<file path="src/hdl/rdo_pkg.sv">
// Holds the constants and types that the rail disable override block uses.
// Assumes nothing of its surroundings; it is imported by every design file except rdo_sync.
package rdo_pkg;

   localparam int DATA_W = 8;
   localparam int RAIL_CNT = 5;

   // Rail indices on the rail vectors.
   localparam int RAIL_TERM = 0;
   localparam int RAIL_AGRP = 1;
   localparam int RAIL_BSW1 = 2;
   localparam int RAIL_BSW2 = 3;
   localparam int RAIL_LIN1 = 4;

   // Field positions of the override register.
   localparam int BIT_SEL_RAIL = 7;
   localparam int BIT_BSW1 = 6;
   localparam int BIT_AGRP = 5;
   localparam int BIT_TERM = 4;
   localparam int RSVD_HI = 3;
   localparam int RSVD_LO = 0;

   // Register pointer, reset value and serial target address.
   localparam logic [7:0] OVR_REG_PTR = 8'h9F;
   localparam logic [7:0] OVR_RESET = 8'hF0;
   // Arbitrary target address.
   localparam logic [6:0] TARGET_ADDR = 7'h5A;
   localparam logic [7:0] UNMAPPED_READ = 8'h00;
   localparam logic [3:0] BITS_PER_BYTE = 4'h8;

   typedef enum logic [3:0] {
      ST_IDLE      = 4'h0,
      ST_ADDR      = 4'h1,
      ST_ADDR_ACK  = 4'h2,
      ST_PTR       = 4'h3,
      ST_PTR_ACK   = 4'h4,
      ST_WDATA     = 4'h5,
      ST_WDATA_ACK = 4'h6,
      ST_RDATA     = 4'h7,
      ST_RDATA_ACK = 4'h8
   } rdo_state_type;

endpackage

</file>
<file path="src/hdl/rdo_sync.sv">
// Holds a two-flop synchroniser for a group of pin levels.
// Assumes the inputs are asynchronous to CLK; only the second stage is read.
`timescale 1ns/1ps
module rdo_sync #(
   parameter int WIDTH = 2
) (
   // Clock, reset and enable.
   input wire logic clk,
   input wire logic arst_n,
   input wire logic ce,
   // Levels.
   input wire logic [WIDTH-1:0] pin_in,
   output logic [WIDTH-1:0] sync_out
);

   genvar gi;
   generate
      for (gi = 0; gi < WIDTH; gi++) begin : g_bit
         logic meta_q;
         logic sync_q;
         always_ff @(posedge clk or negedge arst_n) begin
            if (!arst_n) begin
               meta_q <= 1'b1;
               sync_q <= 1'b1;
            end else if (ce) begin
               meta_q <= pin_in[gi];
               sync_q <= meta_q;
            end
         end
         assign sync_out[gi] = sync_q;
      end
   endgenerate

endmodule // rdo_sync

</file>
<file path="src/hdl/rdo_top.sv">
// Holds the rail disable override register, its two-wire serial target and rail gating.
// Assumes rail requests and force-on bits come from logic on CLK; pins are asynchronous.
//
// How it works
// - Bit 7 at zero turns the factory-selected rail off, ignoring control pins.
// - A factory strap picks whether bit 7 governs switch two or linear regulator.
// - Bit 6 at zero forces B-group switch one off; one restores normal control.
// - Bit 5 at zero forces the A-group switch off; one restores normal control.
// - Bit 4 at zero forces the termination regulator off; one restores control.
// - A force-on request only acts while the matching disable bit is one.
`timescale 1ns/1ps
module rdo_top (
   // Clock, reset and enable.
   input wire logic CLK,
   input wire logic ARST_N,
   input wire logic CE,
   // Two-wire serial port.
   input wire logic SCL_IN,
   input wire logic SDA_IN,
   output logic SDA_OUT,
   output logic SDA_OE,
   // Factory configuration.
   input wire logic SEL_IS_LINEAR_REG,
   // Rail requests.
   input wire logic [rdo_pkg::RAIL_CNT-1:0] RAIL_PIN_REQ,
   input wire logic [rdo_pkg::RAIL_CNT-1:0] RAIL_FORCE_ON,
   // Rail enables and register view.
   output logic [rdo_pkg::RAIL_CNT-1:0] RAIL_ENABLE,
   output logic [rdo_pkg::DATA_W-1:0] OVERRIDE_VALUE
);
   import rdo_pkg::*;

   logic [1:0] pins_sync;
   logic scl_s;
   logic sda_s;
   logic scl_prev_q;
   logic sda_prev_q;
   logic scl_rise;
   logic scl_fall;
   logic start_det;
   logic stop_det;
   rdo_state_type state_q;
   logic [7:0] shift_q;
   logic [3:0] cnt_q;
   logic rnw_q;
   logic [7:0] ptr_q;
   logic sda_oe_q;
   logic sda_out_q;
   logic [7:0] ovr_q;
   logic [7:0] read_val;
   logic wr_strobe;
   logic sel_lin_q;
   logic strap_done_q;
   logic [RAIL_CNT-1:0] off_n;
   logic [RAIL_CNT-1:0] rail_en_q;

   ////////////////////////////////////////////////////////////////////////////////////////////
   // Pin synchronisation and bus events.

   rdo_sync #(
      .WIDTH(2)
   ) u_sync (
      .clk(CLK),
      .arst_n(ARST_N),
      .ce(CE),
      .pin_in({SCL_IN, SDA_IN}),
      .sync_out(pins_sync)
   );

   assign scl_s = pins_sync[1];
   assign sda_s = pins_sync[0];

   always_ff @(posedge CLK or negedge ARST_N) begin
      if (!ARST_N) begin
         scl_prev_q <= 1'b1;
         sda_prev_q <= 1'b1;
      end else if (CE) begin
         scl_prev_q <= scl_s;
         sda_prev_q <= sda_s;
      end
   end

   assign scl_rise = scl_s & ~scl_prev_q;
   assign scl_fall = ~scl_s & scl_prev_q;
   assign start_det = scl_s & scl_prev_q & sda_prev_q & ~sda_s;
   assign stop_det = scl_s & scl_prev_q & ~sda_prev_q & sda_s;

   assign read_val = (ptr_q == OVR_REG_PTR) ? ovr_q : UNMAPPED_READ;
   assign wr_strobe = CE && scl_fall && (state_q == ST_WDATA) && (cnt_q == BITS_PER_BYTE);

   ////////////////////////////////////////////////////////////////////////////////////////////
   // Serial target state machine.

   always_ff @(posedge CLK or negedge ARST_N) begin
      if (!ARST_N) begin
         state_q <= ST_IDLE;
         shift_q <= 8'h00;
         cnt_q <= 4'h0;
         rnw_q <= 1'b0;
         ptr_q <= 8'h00;
         sda_oe_q <= 1'b0;
      end else if (CE) begin
         if (start_det) begin
            state_q <= ST_ADDR;
            cnt_q <= 4'h0;
            sda_oe_q <= 1'b0;
         end else if (stop_det) begin
            state_q <= ST_IDLE;
            sda_oe_q <= 1'b0;
         end else if (scl_rise) begin
            unique case (state_q)
               ST_ADDR, ST_PTR, ST_WDATA: begin
                  shift_q <= {shift_q[6:0], sda_s};
                  cnt_q <= cnt_q + 4'h1;
               end
               ST_RDATA_ACK: begin
                  rnw_q <= ~sda_s;
               end
               default: begin
               end
            endcase
         end else if (scl_fall) begin
            unique case (state_q)
               ST_ADDR: begin
                  if (cnt_q == BITS_PER_BYTE) begin
                     if (shift_q[7:1] == TARGET_ADDR) begin
                        rnw_q <= shift_q[0];
                        state_q <= ST_ADDR_ACK;
                        sda_oe_q <= 1'b1;
                     end else begin
                        state_q <= ST_IDLE;
                     end
                  end
               end
               ST_ADDR_ACK: begin
                  cnt_q <= 4'h0;
                  if (rnw_q) begin
                     state_q <= ST_RDATA;
                     shift_q <= {read_val[6:0], 1'b0};
                     cnt_q <= 4'h1;
                     sda_oe_q <= ~read_val[7];
                  end else begin
                     state_q <= ST_PTR;
                     sda_oe_q <= 1'b0;
                  end
               end
               ST_PTR: begin
                  if (cnt_q == BITS_PER_BYTE) begin
                     ptr_q <= shift_q;
                     state_q <= ST_PTR_ACK;
                     sda_oe_q <= 1'b1;
                  end
               end
               ST_WDATA: begin
                  if (cnt_q == BITS_PER_BYTE) begin
                     state_q <= ST_WDATA_ACK;
                     sda_oe_q <= 1'b1;
                  end
               end
               ST_PTR_ACK, ST_WDATA_ACK: begin
                  state_q <= ST_WDATA;
                  cnt_q <= 4'h0;
                  sda_oe_q <= 1'b0;
               end
               ST_RDATA: begin
                  if (cnt_q == BITS_PER_BYTE) begin
                     state_q <= ST_RDATA_ACK;
                     sda_oe_q <= 1'b0;
                  end else begin
                     sda_oe_q <= ~shift_q[7];
                     shift_q <= {shift_q[6:0], 1'b0};
                     cnt_q <= cnt_q + 4'h1;
                  end
               end
               ST_RDATA_ACK: begin
                  if (rnw_q) begin
                     state_q <= ST_RDATA;
                     shift_q <= {read_val[6:0], 1'b0};
                     cnt_q <= 4'h1;
                     sda_oe_q <= ~read_val[7];
                  end else begin
                     state_q <= ST_IDLE;
                     sda_oe_q <= 1'b0;
                  end
               end
               ST_IDLE: begin
                  sda_oe_q <= 1'b0;
               end
               default: begin
                  state_q <= ST_IDLE;
                  sda_oe_q <= 1'b0;
               end
            endcase
         end
      end
   end

   always_ff @(posedge CLK or negedge ARST_N) begin
      if (!ARST_N) begin
         sda_out_q <= 1'b0;
      end else if (CE) begin
         sda_out_q <= 1'b0;
      end
   end

   ////////////////////////////////////////////////////////////////////////////////////////////
   // Override register; reserved bits are stored as written and the host keeps them zero.

   always_ff @(posedge CLK or negedge ARST_N) begin
      if (!ARST_N) begin
         ovr_q <= OVR_RESET;
      end else if (wr_strobe && (ptr_q == OVR_REG_PTR)) begin
         ovr_q <= shift_q;
      end
   end

   ////////////////////////////////////////////////////////////////////////////////////////////
   // Factory strap capture after reset release.

   always_ff @(posedge CLK or negedge ARST_N) begin
      if (!ARST_N) begin
         sel_lin_q <= 1'b0;
         strap_done_q <= 1'b0;
      end else if (CE && !strap_done_q) begin
         sel_lin_q <= SEL_IS_LINEAR_REG;
         strap_done_q <= 1'b1;
      end
   end

   ////////////////////////////////////////////////////////////////////////////////////////////
   // Rail gating.

   always_comb begin
      off_n = '1;
      off_n[RAIL_TERM] = ovr_q[BIT_TERM];
      off_n[RAIL_AGRP] = ovr_q[BIT_AGRP];
      off_n[RAIL_BSW1] = ovr_q[BIT_BSW1];
      off_n[RAIL_BSW2] = sel_lin_q | ovr_q[BIT_SEL_RAIL];
      off_n[RAIL_LIN1] = ~sel_lin_q | ovr_q[BIT_SEL_RAIL];
   end

   genvar gr;
   generate
      for (gr = 0; gr < RAIL_CNT; gr++) begin : g_rail
         always_ff @(posedge CLK or negedge ARST_N) begin
            if (!ARST_N) begin
               rail_en_q[gr] <= 1'b0;
            end else if (CE) begin
               rail_en_q[gr] <= strap_done_q & off_n[gr] & (RAIL_PIN_REQ[gr] | RAIL_FORCE_ON[gr]);
            end
         end
      end
   endgenerate

   assign RAIL_ENABLE = rail_en_q;
   assign OVERRIDE_VALUE = ovr_q;
   assign SDA_OE = sda_oe_q;
   assign SDA_OUT = sda_out_q;

endmodule // rdo_top

</file>
<file path="config.mk">
export PLATFORM = sky130hd
export DESIGN_NAME = rdo_top
export DESIGN_NICKNAME = d
export VERILOG_FILES = /design/src/hdl/rdo_pkg.sv /design/src/hdl/rdo_sync.sv /design/src/hdl/rdo_top.sv
export SDC_FILE = /design/constraint.sdc
export NUM_CORES = 1
export LEC_CHECK = 0
export BUFFER_PORTS_ARGS = -buffer_cell sky130_fd_sc_hd__buf_2
export CAP_MARGIN = 40
export CORE_MARGIN = 3
export CORE_UTILIZATION = 25
export CTS_BUF_LIST = sky130_fd_sc_hd__clkbuf_8
export CTS_CLUSTER_SIZE = 30
export DETAILED_ROUTE_END_ITERATION = 7
export GPL_ROUTABILITY_DRIVEN = 0
export RECOVER_POWER = 100
export SYNTH_ARGS = -nofsm -noshare
export SYNTH_HDL_FRONTEND = slang
export SYNTH_HIERARCHICAL = 1
export SYNTH_SLANG_ARGS = --single-unit
</file>
<file path="constraint.sdc">
create_clock -name CLK -period 2.8 [get_ports CLK]
set_input_delay 0.14 -clock CLK [delete_from_list [all_inputs] [get_ports CLK]]
set_output_delay 0.14 -clock CLK [all_outputs]
set_load 0.05 [all_outputs]
</file>
* After elaboration in Yosys (flattened, before gate mapping)
Index checks and enable logic that the tools add are counted.
Word-level totals: output and inout port bits 15, bits in registers 47, bits in read-only memories 0, bits in writable memories 0, latch bits 0, memories kept 0, logic and storage cells 151
Operators by class: magnitude comparators 0, reductions and logical operators 25, multiply operators 0, equality and inequality tests 27, bitwise operators 34, shifts and indexed selects 0, divide/modulo/power cells 0, add/sub/neg operators 1, muxes and demuxes 44
Operators by type and width (count):
- $mux W4 | 15
- $mux W8 | 6
- $pmux W4 S8 | 1
- $ne A4 B4 Y1 const B | 6
- $reduce_and A8 Y1 | 3
- $and A1 B1 Y1 | 17
- $eq A4 B3 Y1 const B | 4
- $mux W1 | 16
- $pmux W4 S4 | 1
- $pmux W8 S2 | 1
- $reduce_and A7 Y1 | 2
- $not A1 Y1 | 10
- $ne A3 B1 Y1 const B | 3
- $reduce_bool A3 Y1 | 3
- $eq A4 B2 Y1 const B | 2
- $eq A4 B4 Y1 const B | 2
- $eq A8 B8 Y1 const B | 1
- $reduce_bool A2 Y1 | 4
- $eq A7 B7 Y1 const B | 1
- $or A1 B1 Y1 | 7
- $mux W3 | 2
- $ne A3 B3 Y1 const B | 2
- $reduce_and A6 Y1 | 1
- $reduce_bool A6 Y1 | 1
- 13 further kinds | 20

* Depth between registers and ports, before layout
Gate-level depths: netlist (run 1).
depth after elaboration 9, depth in mapped cells 9

* Hierarchy
Netlist (run 1), hierarchy kept.
Modules (own cells, without submodules):
- rdo_top | instances 1, sequential area each 1083.5 um^2, area an instance 2513.7 um^2, cells an instance 261
- rdo_sync | instances 1, sequential area each 105.1 um^2, area an instance 165.2 um^2, cells an instance 10

* Least setup slack after synthesis (run 1)
Ideal clock, no wire load.
path kind flip-flop to flip-flop, from register u_sync.g_bit[1].sync_q, to register cnt_q[3], cell stages (with the launch flop) 9, required time 2.705 ns, buffers on the path 1, path slack 0.773 ns, clock period less this slack 2.027 ns, arrival 1.932 ns, path through dfstp_2 -> buf_4 -> inv_1 -> ha_1 -> a21oi_1 -> a22oi_1 -> a211o_1 -> or2_0 -> o31ai_1
On the way: cells in the longest elaborated chain, start to end 5, elaborated cells on any way between the ends 18, those cells by class eq/ne (4); mux (3); bitwise (8); reduce/logical (3)
RTL lines:
- start, declared | line rdo_sync.sv:20 | logic sync_q;
- start signal, assigned | line rdo_sync.sv:27 | sync_q <= meta_q;
- $and A1 B1 Y1 | line rdo_top.sv:85, rdo_top.sv:86
- $and A1 B1 Y1 (on tied branches) (2 in a row) | line rdo_top.sv:85, rdo_top.sv:86
- $ne A4 B4 Y1 (no source line) (tied with other cells)
- $reduce_and A7 Y1 (no source line)
- end signal, assigned | line rdo_top.sv:114 | cnt_q <= cnt_q + 4'h1;
- end signal, assigned | line rdo_top.sv:172 | cnt_q <= cnt_q + 4'h1;
- end, declared | line rdo_top.sv:44 | logic [3:0] cnt_q;
Several ways; a longest one is shown, not always the timed one. The select of a mux whose other input is x is not followed. A chain may end at the register's enable or synchronous reset.

* Worst setup path after layout (run 1)
from register u_sync.g_bit[1].sync_q, to register state_q[0]
On the way: cells in the longest elaborated chain, start to end 5, elaborated cells on any way between the ends 18, those cells by class eq/ne (6); mux (2); bitwise (8); reduce/logical (2)
RTL lines:
- $and A1 B1 Y1 | line rdo_top.sv:85, rdo_top.sv:86
- $and A1 B1 Y1 (on tied branches) (2 in a row) | line rdo_top.sv:85, rdo_top.sv:86
- $ne A4 B4 Y1 (no source line) (tied with other cells)
- $reduce_and A8 Y1 (no source line) or $mux W4 (tied branches)
- end signal, assigned | line rdo_top.sv:96 | state_q <= ST_IDLE;
- end signal, assigned | line rdo_top.sv:104 | state_q <= ST_ADDR;
- end signal, assigned | line rdo_top.sv:108 | state_q <= ST_IDLE;
- end, declared | line rdo_top.sv:42 | rdo_state_type state_q;
Several ways; a longest one is shown, not always the timed one.

==> results_dict.tcl, run 1 <==
set metrics [dict create \
    run_status "completed" \
    globalRouteTotalUtil 0.110 \
    tritoncts "done" \
    vias_per_cell 4.77 \
    cts_root_buffer "sky130_fd_sc_hd__clkbuf_8" \
    pwr_density_cell_mw_per_mm2 752 \
    route.detailed.wl_per_inst_um 13.9 \
    critical_path.most_common_cell "sky130_fd_sc_hd__o21ai_0" \
    num_antenna_cells 0 \
    cts_num_sinks 47 \
    clkSlewWorstSetupHoldPaths_ns 0.09 \
    cts_buf_count 5 \
    drc_errors 0 \
    nets_in_the_synthesized_netlist 292 \
    commonest_cells_in_the_netlist "sky130_fd_sc_hd__dfrtp_1, sky130_fd_sc_hd__nand2_1, sky130_fd_sc_hd__mux2_2" \
    cap_violations 0 \
    initial_utilization 0.258 \
    place_ws_ns 0.575 \
    grt_antenna_before_repair 0 \
    synthArstFlopShare 1.00 \
    worstPathCellList "ha_1 -> nand3b_1 -> a31oi_1 -> a21oi_1 -> nor2_1 -> o21ai_0 -> o21ai_0" \
    placed_cells 422 \
    setup.worst_path.class "register to register" \
    timing_hold_violations_final 0 \
    final_max_slew_viol_count 0 \
    floorplan.io_pins 31 \
    start_kind "register" \
    critical_path_arrival_ns 2.42 \
    fmax_mhz 442 \
    postCtsSetupRepairBufs 0 \
    synth.top_cell.area_share 0.346 \
    worst_slew_margin_rel 0.195 \
    dp_hpwl_um 4400 \
    first_iter_violations 231 \
    synth_edf_count 0 \
    time_the_final_worst_path_needs_with_i_o_delays_and_setup_ns 2.26 \
    routed-via-count 2058 \
    cts_max_path_buffers 2 \
    total_negative_slack_ns 0 \
    final_layout_size_suffix_gt1_frac 0.214 \
    critical_path.slowest_cell "sky130_fd_sc_hd__dfstp_1" \
    die_height_um 110 \
    synth_seq_cells 47 \
    postLayoutCellArea_mm2 0.00301 \
    synth_seq_area_share 0.444 \
    htree_levels 2 \
    fin_cells 431 \
    clock_latency_ns 0.30 \
    fin_crit_sh 0.808 \
    number_of_global_route_vias_before_repair 2054 \
    drt_pass1_iterations 4 \
    syn-cell-area_mm2 0.00268 \
    grt_pass1_wl_um 10600 \
    ys_top_cells_by_area "sky130_fd_sc_hd__dfrtp_1, sky130_fd_sc_hd__mux2_2, sky130_fd_sc_hd__dfstp_2, sky130_fd_sc_hd__o21ai_0, sky130_fd_sc_hd__nand2_1" \
    path_class_of_the_lowest_slack_min_delay_path "input pin to register" \
    placedInstanceArea_mm2 0.00292 \
    timing.critical_path.to_type "register" \
    worst_slack_ns 0.537 \
    postRouteWirelength_um 5990 \
    primary_flip_flop_cell_chosen_by_synthesis_mapping "sky130_fd_sc_hd__dfrtp_1" \
    port-buffer-count 29 \
    setup_viol 0 \
    nets 315 \
    core_area_mm2 0.0104 \
    crit_path_max_fanout 15 \
    antenna_violating_nets_post_route 0 \
    synth.yosys.warnings 6 \
    slowest_delay_ns 0.59 \
    die_x_um 110 \
    worstPathRequired_ns 2.96 \
    syn2layout_area_growth_pct 12.3 \
    global_route.overflow_total 0 \
    grt_setup_unrepaired "no" \
    synth_largest_area_cell "sky130_fd_sc_hd__dfrtp_1" \
    netlist_instances 271 \
    synth_cell_types 55 \
    static-leakage-power_uw 0.00125 \
    design.die.area_mm2 0.0120 \
    worstMarginPinSlew_ns 1.21 \
    vdd_ir_drop_max_uv 251 \
    synth_area_per_cell_um2 9.88 \
    layout.filler_cells 1120 \
    final.setup_skew_ns 0.0110 \
    synth.most_common_cell "sky130_fd_sc_hd__dfrtp_1" \
    fp-row-count 37 \
    pin_count_of_the_biggest_net_entering_global_routing 26 \
]
[through the flow]
| stage | power, uW | utilization | hold WS, ns |
|---|---|---|---|
| CTS | 2280 | 0.293 | 0.0675 |
| global route | 2450 | 0.290 | 0.0717 |
| floorplan | 1610 | - | -0.156 |
| global placement | 1760 | 0.280 | 0.376 |
| detailed placement | 1780 | 0.282 | 0.155 |
| finish | 2260 | 0.290 | 0.0667 |
[logic make-up after synthesis]
group,synth area share
AND/OR/NAND/NOR,0.166
AO/OA/AOI/OAI,0.170
flip-flops,0.444
multiplexers,0.133
buffers and inverters,0.0593
adder cells (fa/ha/maj),0.0234
other,0.00140
XOR/XNOR,0.00327
[worst max-delay path: cells and delay by family, from the launching register on]
kind                     cells  cell delay [ns]
AO/OA/AOI/OAI                4             0.62
adder cells (fa/ha/maj)      1             0.52
flip-flops                   1             0.59
AND/OR/NAND/NOR              2             0.39
[registers in the layout (all words and copies together), names as in the netlist]
name / flops
ptr_q: 8
scl_prev_q: 1
strap_done_q: 1
SDA_OE: 1
shift_q: 8
RAIL_ENABLE: 5
sda_prev_q: 1
u_sync/g_bit.sync_q: 2
u_sync/g_bit.meta_q: 2
rnw_q: 1
OVERRIDE_VALUE: 8
cnt_q: 4
sel_lin_q: 1
state_q: 4
[final timing paths]
check | from | end | slack [ns] | cells after the start
worst max-delay path | u_sync/g_bit[1].sync_q | state_q[0] | 0.54 | 7
worst max register to register | u_sync/g_bit[1].sync_q | state_q[0] | 0.54 | 7
max in group asynchronous | ARST_N | OVERRIDE_VALUE[1] | 0.93 | 3
worst min-delay path | SDA_IN | u_sync/g_bit[0].meta_q | 0.07 | 2
worst min register to register | ptr_q[6] | ptr_q[6] | 0.51 | 1
min in group asynchronous | ARST_N | cnt_q[3] | 0.61 | 2
[cells in the final DEF, fill, tap and decap left out, types with 6 or more instances in the layout]
master	netlist	final
sky130_fd_sc_hd__a21oi_1	7	7
sky130_fd_sc_hd__buf_2	4	14
sky130_fd_sc_hd__clkbuf_1	6	15
sky130_fd_sc_hd__dfrtp_1	37	37
sky130_fd_sc_hd__dfstp_1	0	6
sky130_fd_sc_hd__inv_1	14	15
sky130_fd_sc_hd__mux2_2	29	29
sky130_fd_sc_hd__nand2_1	35	35
sky130_fd_sc_hd__nand2b_1	6	6
sky130_fd_sc_hd__nor2_1	15	15
sky130_fd_sc_hd__o21ai_0	27	27
[cell type report]
type	count	area [um^2]	area share
multi-input cells	193	1330	0.442
flip-flops and latches	47	1190	0.395
well taps	136	170	0.0565
repair buffers	33	156	0.0520
clock buffers	5	68.8	0.0229
inverters	14	52.6	0.0175
clock inverters	3	41.3	0.0137
[power breakdown]
group          switching [uW]  internal (uW)
Combinational             485            321
Sequential                170            789
Clock                     234            263
[metal layers]
metal | share of wire | vias to the layer above | global-route usage | wire length [um]
met4 | 0.020 | 0 | 0.0365 | 121
met2 | 0.47 | 57 | 0.176 | 2800
met1 | 0.47 | 984 | 0.152 | 2840
li1 | - | 1006 | - | -
met3 | 0.039 | 11 | 0.0188 | 233
met5 | 0 | - | 0 | 0
[what timing repair did]
action / CTS / global route
gates resized for setup: 0 / 0
hold endpoints to repair: 14 / 0
hold buffers: 1 / 0
setup endpoints to repair: 0 / 0
Power figures use the tool's default switching activity.
==> run 2, diff against run 1 <==
Clock period 2.8 ns to 1.9 ns, I/O delays scaled along.
==> results_dict.tcl, run 2 (synthesis gave the netlist of run 1 again) <==
set metrics [dict create \
    worstPathRequired_ns 2.08 \
    timing_hold_violations_final 0 \
    pwr_density_cell_mw_per_mm2 1090 \
    cts_root_buffer "sky130_fd_sc_hd__clkbuf_8" \
    die_height_um 110 \
    num_antenna_cells 0 \
    final.setup_skew_ns 0.00652 \
    floorplan.io_pins 31 \
    timing.hold.worst_endpoint "u_sync/g_bit[0].meta_q" \
    worstMarginPinSlew_ns 1.44 \
    clkSlewWorstSetupHoldPaths_ns 0.09 \
    grt_antenna_before_repair 0 \
    failing_checks "negative setup slack" \
    critical_path.slowest_cell "sky130_fd_sc_hd__dfstp_2" \
    cts_num_sinks 47 \
    worst_r2r_path_depth 8 \
    global_route.overflow_total 0 \
    slowest_delay_ns 0.58 \
    first_iter_violations 95 \
    die_x_um 110 \
    drt_pass1_iterations 4 \
    dr_wl_met3_um 349 \
    critical_path.top_delay_family "compound AO/OA/AOI/OAI gates" \
    core_area_mm2 0.0104 \
    regToRegEndpoint "cnt_q[3]" \
    worstPathCellList "buf_4 -> ha_4 -> a21oi_2 -> a22oi_1 -> a211o_1 -> buf_4 -> o21ai_0 -> o31ai_2" \
    critical_path_buf_inv_count 2 \
    final_max_slew_viol_count 0 \
    power.share.combinational 0.492 \
    clock_latency_ns 0.30 \
    cts_max_path_buffers 2 \
    routed-via-count 2299 \
    crit_path_max_fanout 3 \
    worst_slew_margin_rel 0.0393 \
    power.share.switching 0.389 \
    vias_per_cell 4.77 \
    run_status "finished, violations left" \
    route.detailed.wl_per_inst_um 14.1 \
    drc_errors 0 \
    most_common_cell_after_layout_fill_and_taps_aside "sky130_fd_sc_hd__buf_4" \
    layout_common_cells "sky130_fd_sc_hd__buf_4, sky130_fd_sc_hd__dfrtp_1, sky130_fd_sc_hd__nand2_1" \
    cts_buf_count 5 \
    detailroute.wirelength.met2_um 3410 \
    grt_pass1_wl_um 11500 \
    design.die.area_mm2 0.0120 \
    hold_path.startpoint "SDA_IN" \
    clock_power_share 0.159 \
    placed_cells 467 \
    setup.reg_to_reg.worst_slack_ns -0.07 \
    internal_power_uw 2400 \
    fmax_mhz 507 \
    grt_setup_unrepaired "yes" \
    finish.utilization 0.345 \
    maxUsedRoutingLayer "met4" \
    holdPathStages 2 \
    fin_cells 482 \
    start_kind "register" \
    globalRouteTotalUtil 0.122 \
    final-seq-area_mm2 0.00119 \
    critical_path_arrival_ns 2.15 \
    vdd_ir_drop_max_uv 437 \
    critical_path.most_common_cell "sky130_fd_sc_hd__buf_4" \
    number_of_global_route_vias_before_repair 2315 \
    path_depth 8 \
    wl_met1_um 2960 \
    tritoncts "done" \
    port-buffer-count 29 \
    htree_levels 2 \
    timing.critical_path.to_type "register" \
    initial_utilization 0.258 \
    fp-row-count 37 \
    setup.worst_path.class "register to register" \
    setup_viol 11 \
    critical_path.startpoint "scl_prev_q" \
    time_the_final_worst_path_needs_with_i_o_delays_and_setup_ns 1.97 \
    layout.filler_cells 1075 \
    worst_slack_ns -0.0705 \
    nets 366 \
    syn2layout_area_growth_pct 33.7 \
    static-leakage-power_uw 0.00160 \
    power.share.sequential 0.349 \
    cap_violations 0 \
    fin_crit_sh 1.04 \
    dp_hpwl_um 4910 \
    final_layout_size_suffix_gt1_frac 0.457 \
    path_class_of_the_lowest_slack_min_delay_path "input pin to register" \
    pin_count_of_the_biggest_net_entering_global_routing 26 \
    antenna_violating_nets_post_route 0 \
    switchingPower_uw 1520 \
    postRouteWirelength_um 6810 \
    timing.rr.start "scl_prev_q" \
    multiInputGateArea_mm2 0.00146 \
]
## run 2: repair_timing
item,CTS,global route
setup endpoints to repair,15,25
buffers inserted,5,1
hold buffers,1,0
hold endpoints to repair,22,0
gates resized for setup,15,20
pin swaps,10,8
## run 2: layout make-up
cell class / instances / area share
Clock buffer: 5 / 0.0192
Tap cell: 136 / 0.0475
Timing Repair Buffer: 84 / 0.172
Multi-Input combinational cell: 193 / 0.408
Sequential cell: 47 / 0.333
Inverter: 14 / 0.0147
Clock inverter: 3 / 0.00594
## run 2: metrics by stage
step / worst slack (ns) / setup TNS [ns] / hold WS, ns / power (uW) / instance area [um^2]
finish: -0.0705 / -0.403 / 0.0176 / 3920 / 3580
global route: -0.120 / -1.39 / 0.0185 / 4190 / 3580
CTS: -0.0993 / -0.439 / 0.00886 / 3860 / 3510
detailed placement: -0.0858 / -0.178 / 0.146 / 3110 / 3320
global placement: -0.0365 / -0.0638 / 0.123 / 3080 / 3320
floorplan: -0.0698 / -0.509 / -0.201 / 2430 / 2740
## run 2: metal layers
metal | up-vias | GRT usage
li1 | 1106 | -
met1 | 1126 | 0.156
met2 | 59 | 0.210
met3 | 8 | 0.0200
met4 | 0 | 0.0347
met5 | - | 0
## run 2: power by group through the flow
stage / clock network, uW / registers (uW) / logic [uW]
floorplan: 0 / 1350 / 1080
global placement: 0 / 1370 / 1720
detailed placement: 0 / 1360 / 1740
CTS: 659 / 1360 / 1850
global route: 699 / 1390 / 2100
finish: 623 / 1370 / 1930
## run 2: how the worst max path moves through the flow
| stage | endpoint |
|---|---|
| detailed placement | cnt_q[3] |
| global placement | cnt_q[3] |
| floorplan | ptr_q[0] |
| CTS | cnt_q[3] |
| finish | cnt_q[3] |
| global route | cnt_q[3] |
==> run 3, diff against run 2 <==
Settings changed: CTS_BUF_LIST sky130_fd_sc_hd__clkbuf_8 to sky130_fd_sc_hd__clkbuf_4 sky130_fd_sc_hd__clkbuf_8.
==> results_dict.tcl, run 3 (synthesis gave the netlist of run 1 again) <==
set metrics [dict create \
    overall_power_after_layout_uw 3940 \
    cts_num_sinks 47 \
    hold_path.startpoint "SDA_IN" \
    routed-via-count 2303 \
    start_kind "register" \
    crit_path_max_fanout 3 \
    final_layout_size_suffix_gt1_frac 0.460 \
    initial_utilization 0.258 \
    critical_path_buf_inv_count 2 \
    pwr_density_cell_mw_per_mm2 1100 \
    internal_power_uw 2410 \
    most_used_layer_global_route "met2" \
    clock_power_share 0.163 \
    static-leakage-power_uw 0.00160 \
    timing.critical_path.to_type "register" \
    tritoncts "done" \
    placedInstanceArea_mm2 0.00332 \
    globalRouteTotalUtil 0.122 \
    htree_levels 2 \
    worst_slew_margin_rel 0.0393 \
    power.share.combinational 0.490 \
    worstPathRequired_ns 2.08 \
    place_ws_ns -0.0858 \
    cap_violations 0 \
    critical_path.slowest_cell "sky130_fd_sc_hd__dfstp_2" \
    global_route.usage.met1 0.156 \
    antenna_violating_nets_post_route 0 \
    final.setup_skew_ns 0.00652 \
    power.share.switching 0.387 \
    grt_pass1_wl_um 11500 \
    run_status "finished, violations left" \
    failing_checks "negative setup slack" \
    switchingPower_uw 1520 \
    die_height_um 110 \
    drt_pass1_iterations 4 \
    critical_path_arrival_ns 2.15 \
    postRouteWirelength_um 6810 \
    dp_hpwl_um 4910 \
    timing.rr.start "scl_prev_q" \
    path_class_of_the_lowest_slack_min_delay_path "input pin to register" \
    setup.worst_path.class "register to register" \
    nets 366 \
    clkSlewWorstSetupHoldPaths_ns 0.09 \
    grt_antenna_before_repair 0 \
    final_max_slew_viol_count 0 \
    slowest_delay_ns 0.58 \
    postLayoutCellArea_mm2 0.00359 \
    worstPathCellList "buf_4 -> ha_4 -> a21oi_2 -> a22oi_1 -> a211o_1 -> buf_4 -> o21ai_0 -> o31ai_2" \
    critical_path.top_delay_family "compound AO/OA/AOI/OAI gates" \
    global_route.overflow_total 0 \
    vdd_ir_drop_max_uv 437 \
    grt_setup_unrepaired "yes" \
    number_of_global_route_vias_before_repair 2315 \
    most_common_cell_after_layout_fill_and_taps_aside "sky130_fd_sc_hd__buf_4" \
    timing_hold_violations_final 0 \
    design.die.area_mm2 0.0120 \
    power.share.sequential 0.347 \
    time_the_final_worst_path_needs_with_i_o_delays_and_setup_ns 1.97 \
    cts_max_path_buffers 2 \
    die_x_um 110 \
    first_iter_violations 95 \
    use_met3 0.0200 \
    setup_viol 11 \
    critical_path.most_common_cell "sky130_fd_sc_hd__buf_4" \
    pin_count_of_the_biggest_net_entering_global_routing 26 \
    worst_slack_ns -0.0705 \
    port-buffer-count 29 \
    fp-row-count 37 \
    fin_crit_sh 1.04 \
    finish.utilization 0.346 \
    core_area_mm2 0.0104 \
    clock_latency_ns 0.30 \
    floorplan.io_pins 31 \
    cts_buf_count 5 \
    cts_root_buffer "sky130_fd_sc_hd__clkbuf_8" \
    drc_errors 0 \
    num_antenna_cells 0 \
    grt_met2_usage 0.210 \
    critical_path.startpoint "scl_prev_q" \
    layout_common_cells "sky130_fd_sc_hd__buf_4, sky130_fd_sc_hd__dfrtp_1, sky130_fd_sc_hd__nand2_1" \
    worstMarginPinSlew_ns 1.44 \
    total_negative_slack_ns -0.404 \
    fmax_mhz 507 \
    syn2layout_area_growth_pct 33.9 \
    route.detailed.wl_per_inst_um 14.1 \
    vias_per_cell 4.78 \
]
[run 3: final cells by class]
type,instances,area (um^2)
multi-input cells,193,1460
fillers,1074,6780
well taps,136,170
clock buffers,6,76.3
inverters,14,52.6
repair buffers,84,616
flip-flops and latches,47,1190
clock inverters,2,17.5
[run 3: metal layers]
| layer | wire length (um) | up-vias |
|---|---|---|
| met1 | 2960 | 1129 |
| met5 | 0 | - |
| met3 | 349 | 8 |
| met4 | 82 | 0 |
| li1 | - | 1107 |
| met2 | 3410 | 59 |
[run 3: path summary, 6_finish.rpt]
| path | slack (ns) | cells after the start | endpoint |
|---|---|---|---|
| max | -0.07 | 8 | cnt_q[3] |
| min | 0.02 | 2 | u_sync/g_bit[0].meta_q |
| max reg2reg | -0.07 | 8 | cnt_q[3] |
| min reg2reg | 0.51 | 1 | ptr_q[3] |
| max in group asynchronous | 0.30 | 2 | state_q[1] |
| min in group asynchronous | 0.67 | 2 | state_q[1] |
[run 3: metrics by stage]
stage | cells | hold slack [ns]
floorplan | 271 | -0.201
global placement | 467 | 0.123
detailed placement | 467 | 0.146
CTS | 481 | 0.00886
global route | 482 | 0.0185
finish | 482 | 0.0175
[run 3: worst register-to-register path, stage by stage, from the launching register on]
cell and delay, ns:
sky130_fd_sc_hd__dfstp_2 0.58, sky130_fd_sc_hd__buf_4 0.13, sky130_fd_sc_hd__ha_4 0.21, sky130_fd_sc_hd__a21oi_2 0.12, sky130_fd_sc_hd__a22oi_1 0.10, sky130_fd_sc_hd__a211o_1 0.26
sky130_fd_sc_hd__buf_4 0.15, sky130_fd_sc_hd__o21ai_0 0.20, sky130_fd_sc_hd__o31ai_2 0.10
[run 3: what timing repair did]
action | 4_1_cts | 5_1_grt
endpoints found under the hold margin | 22 | 0
endpoints found under the setup margin | 15 | 25
buffers inserted | 5 | 1
hold buffers | 1 | 0
resized for setup | 15 | 20
pin swaps | 10 | 8
[run 3: power groups by stage]
stage               combinational [uW]  sequential (uW)  clock, uW
floorplan                         1080             1350          0
global placement                  1720             1370          0
detailed placement                1740             1360          0
CTS                               1850             1360        679
global route                      2100             1390        719
finish                            1930             1370        642
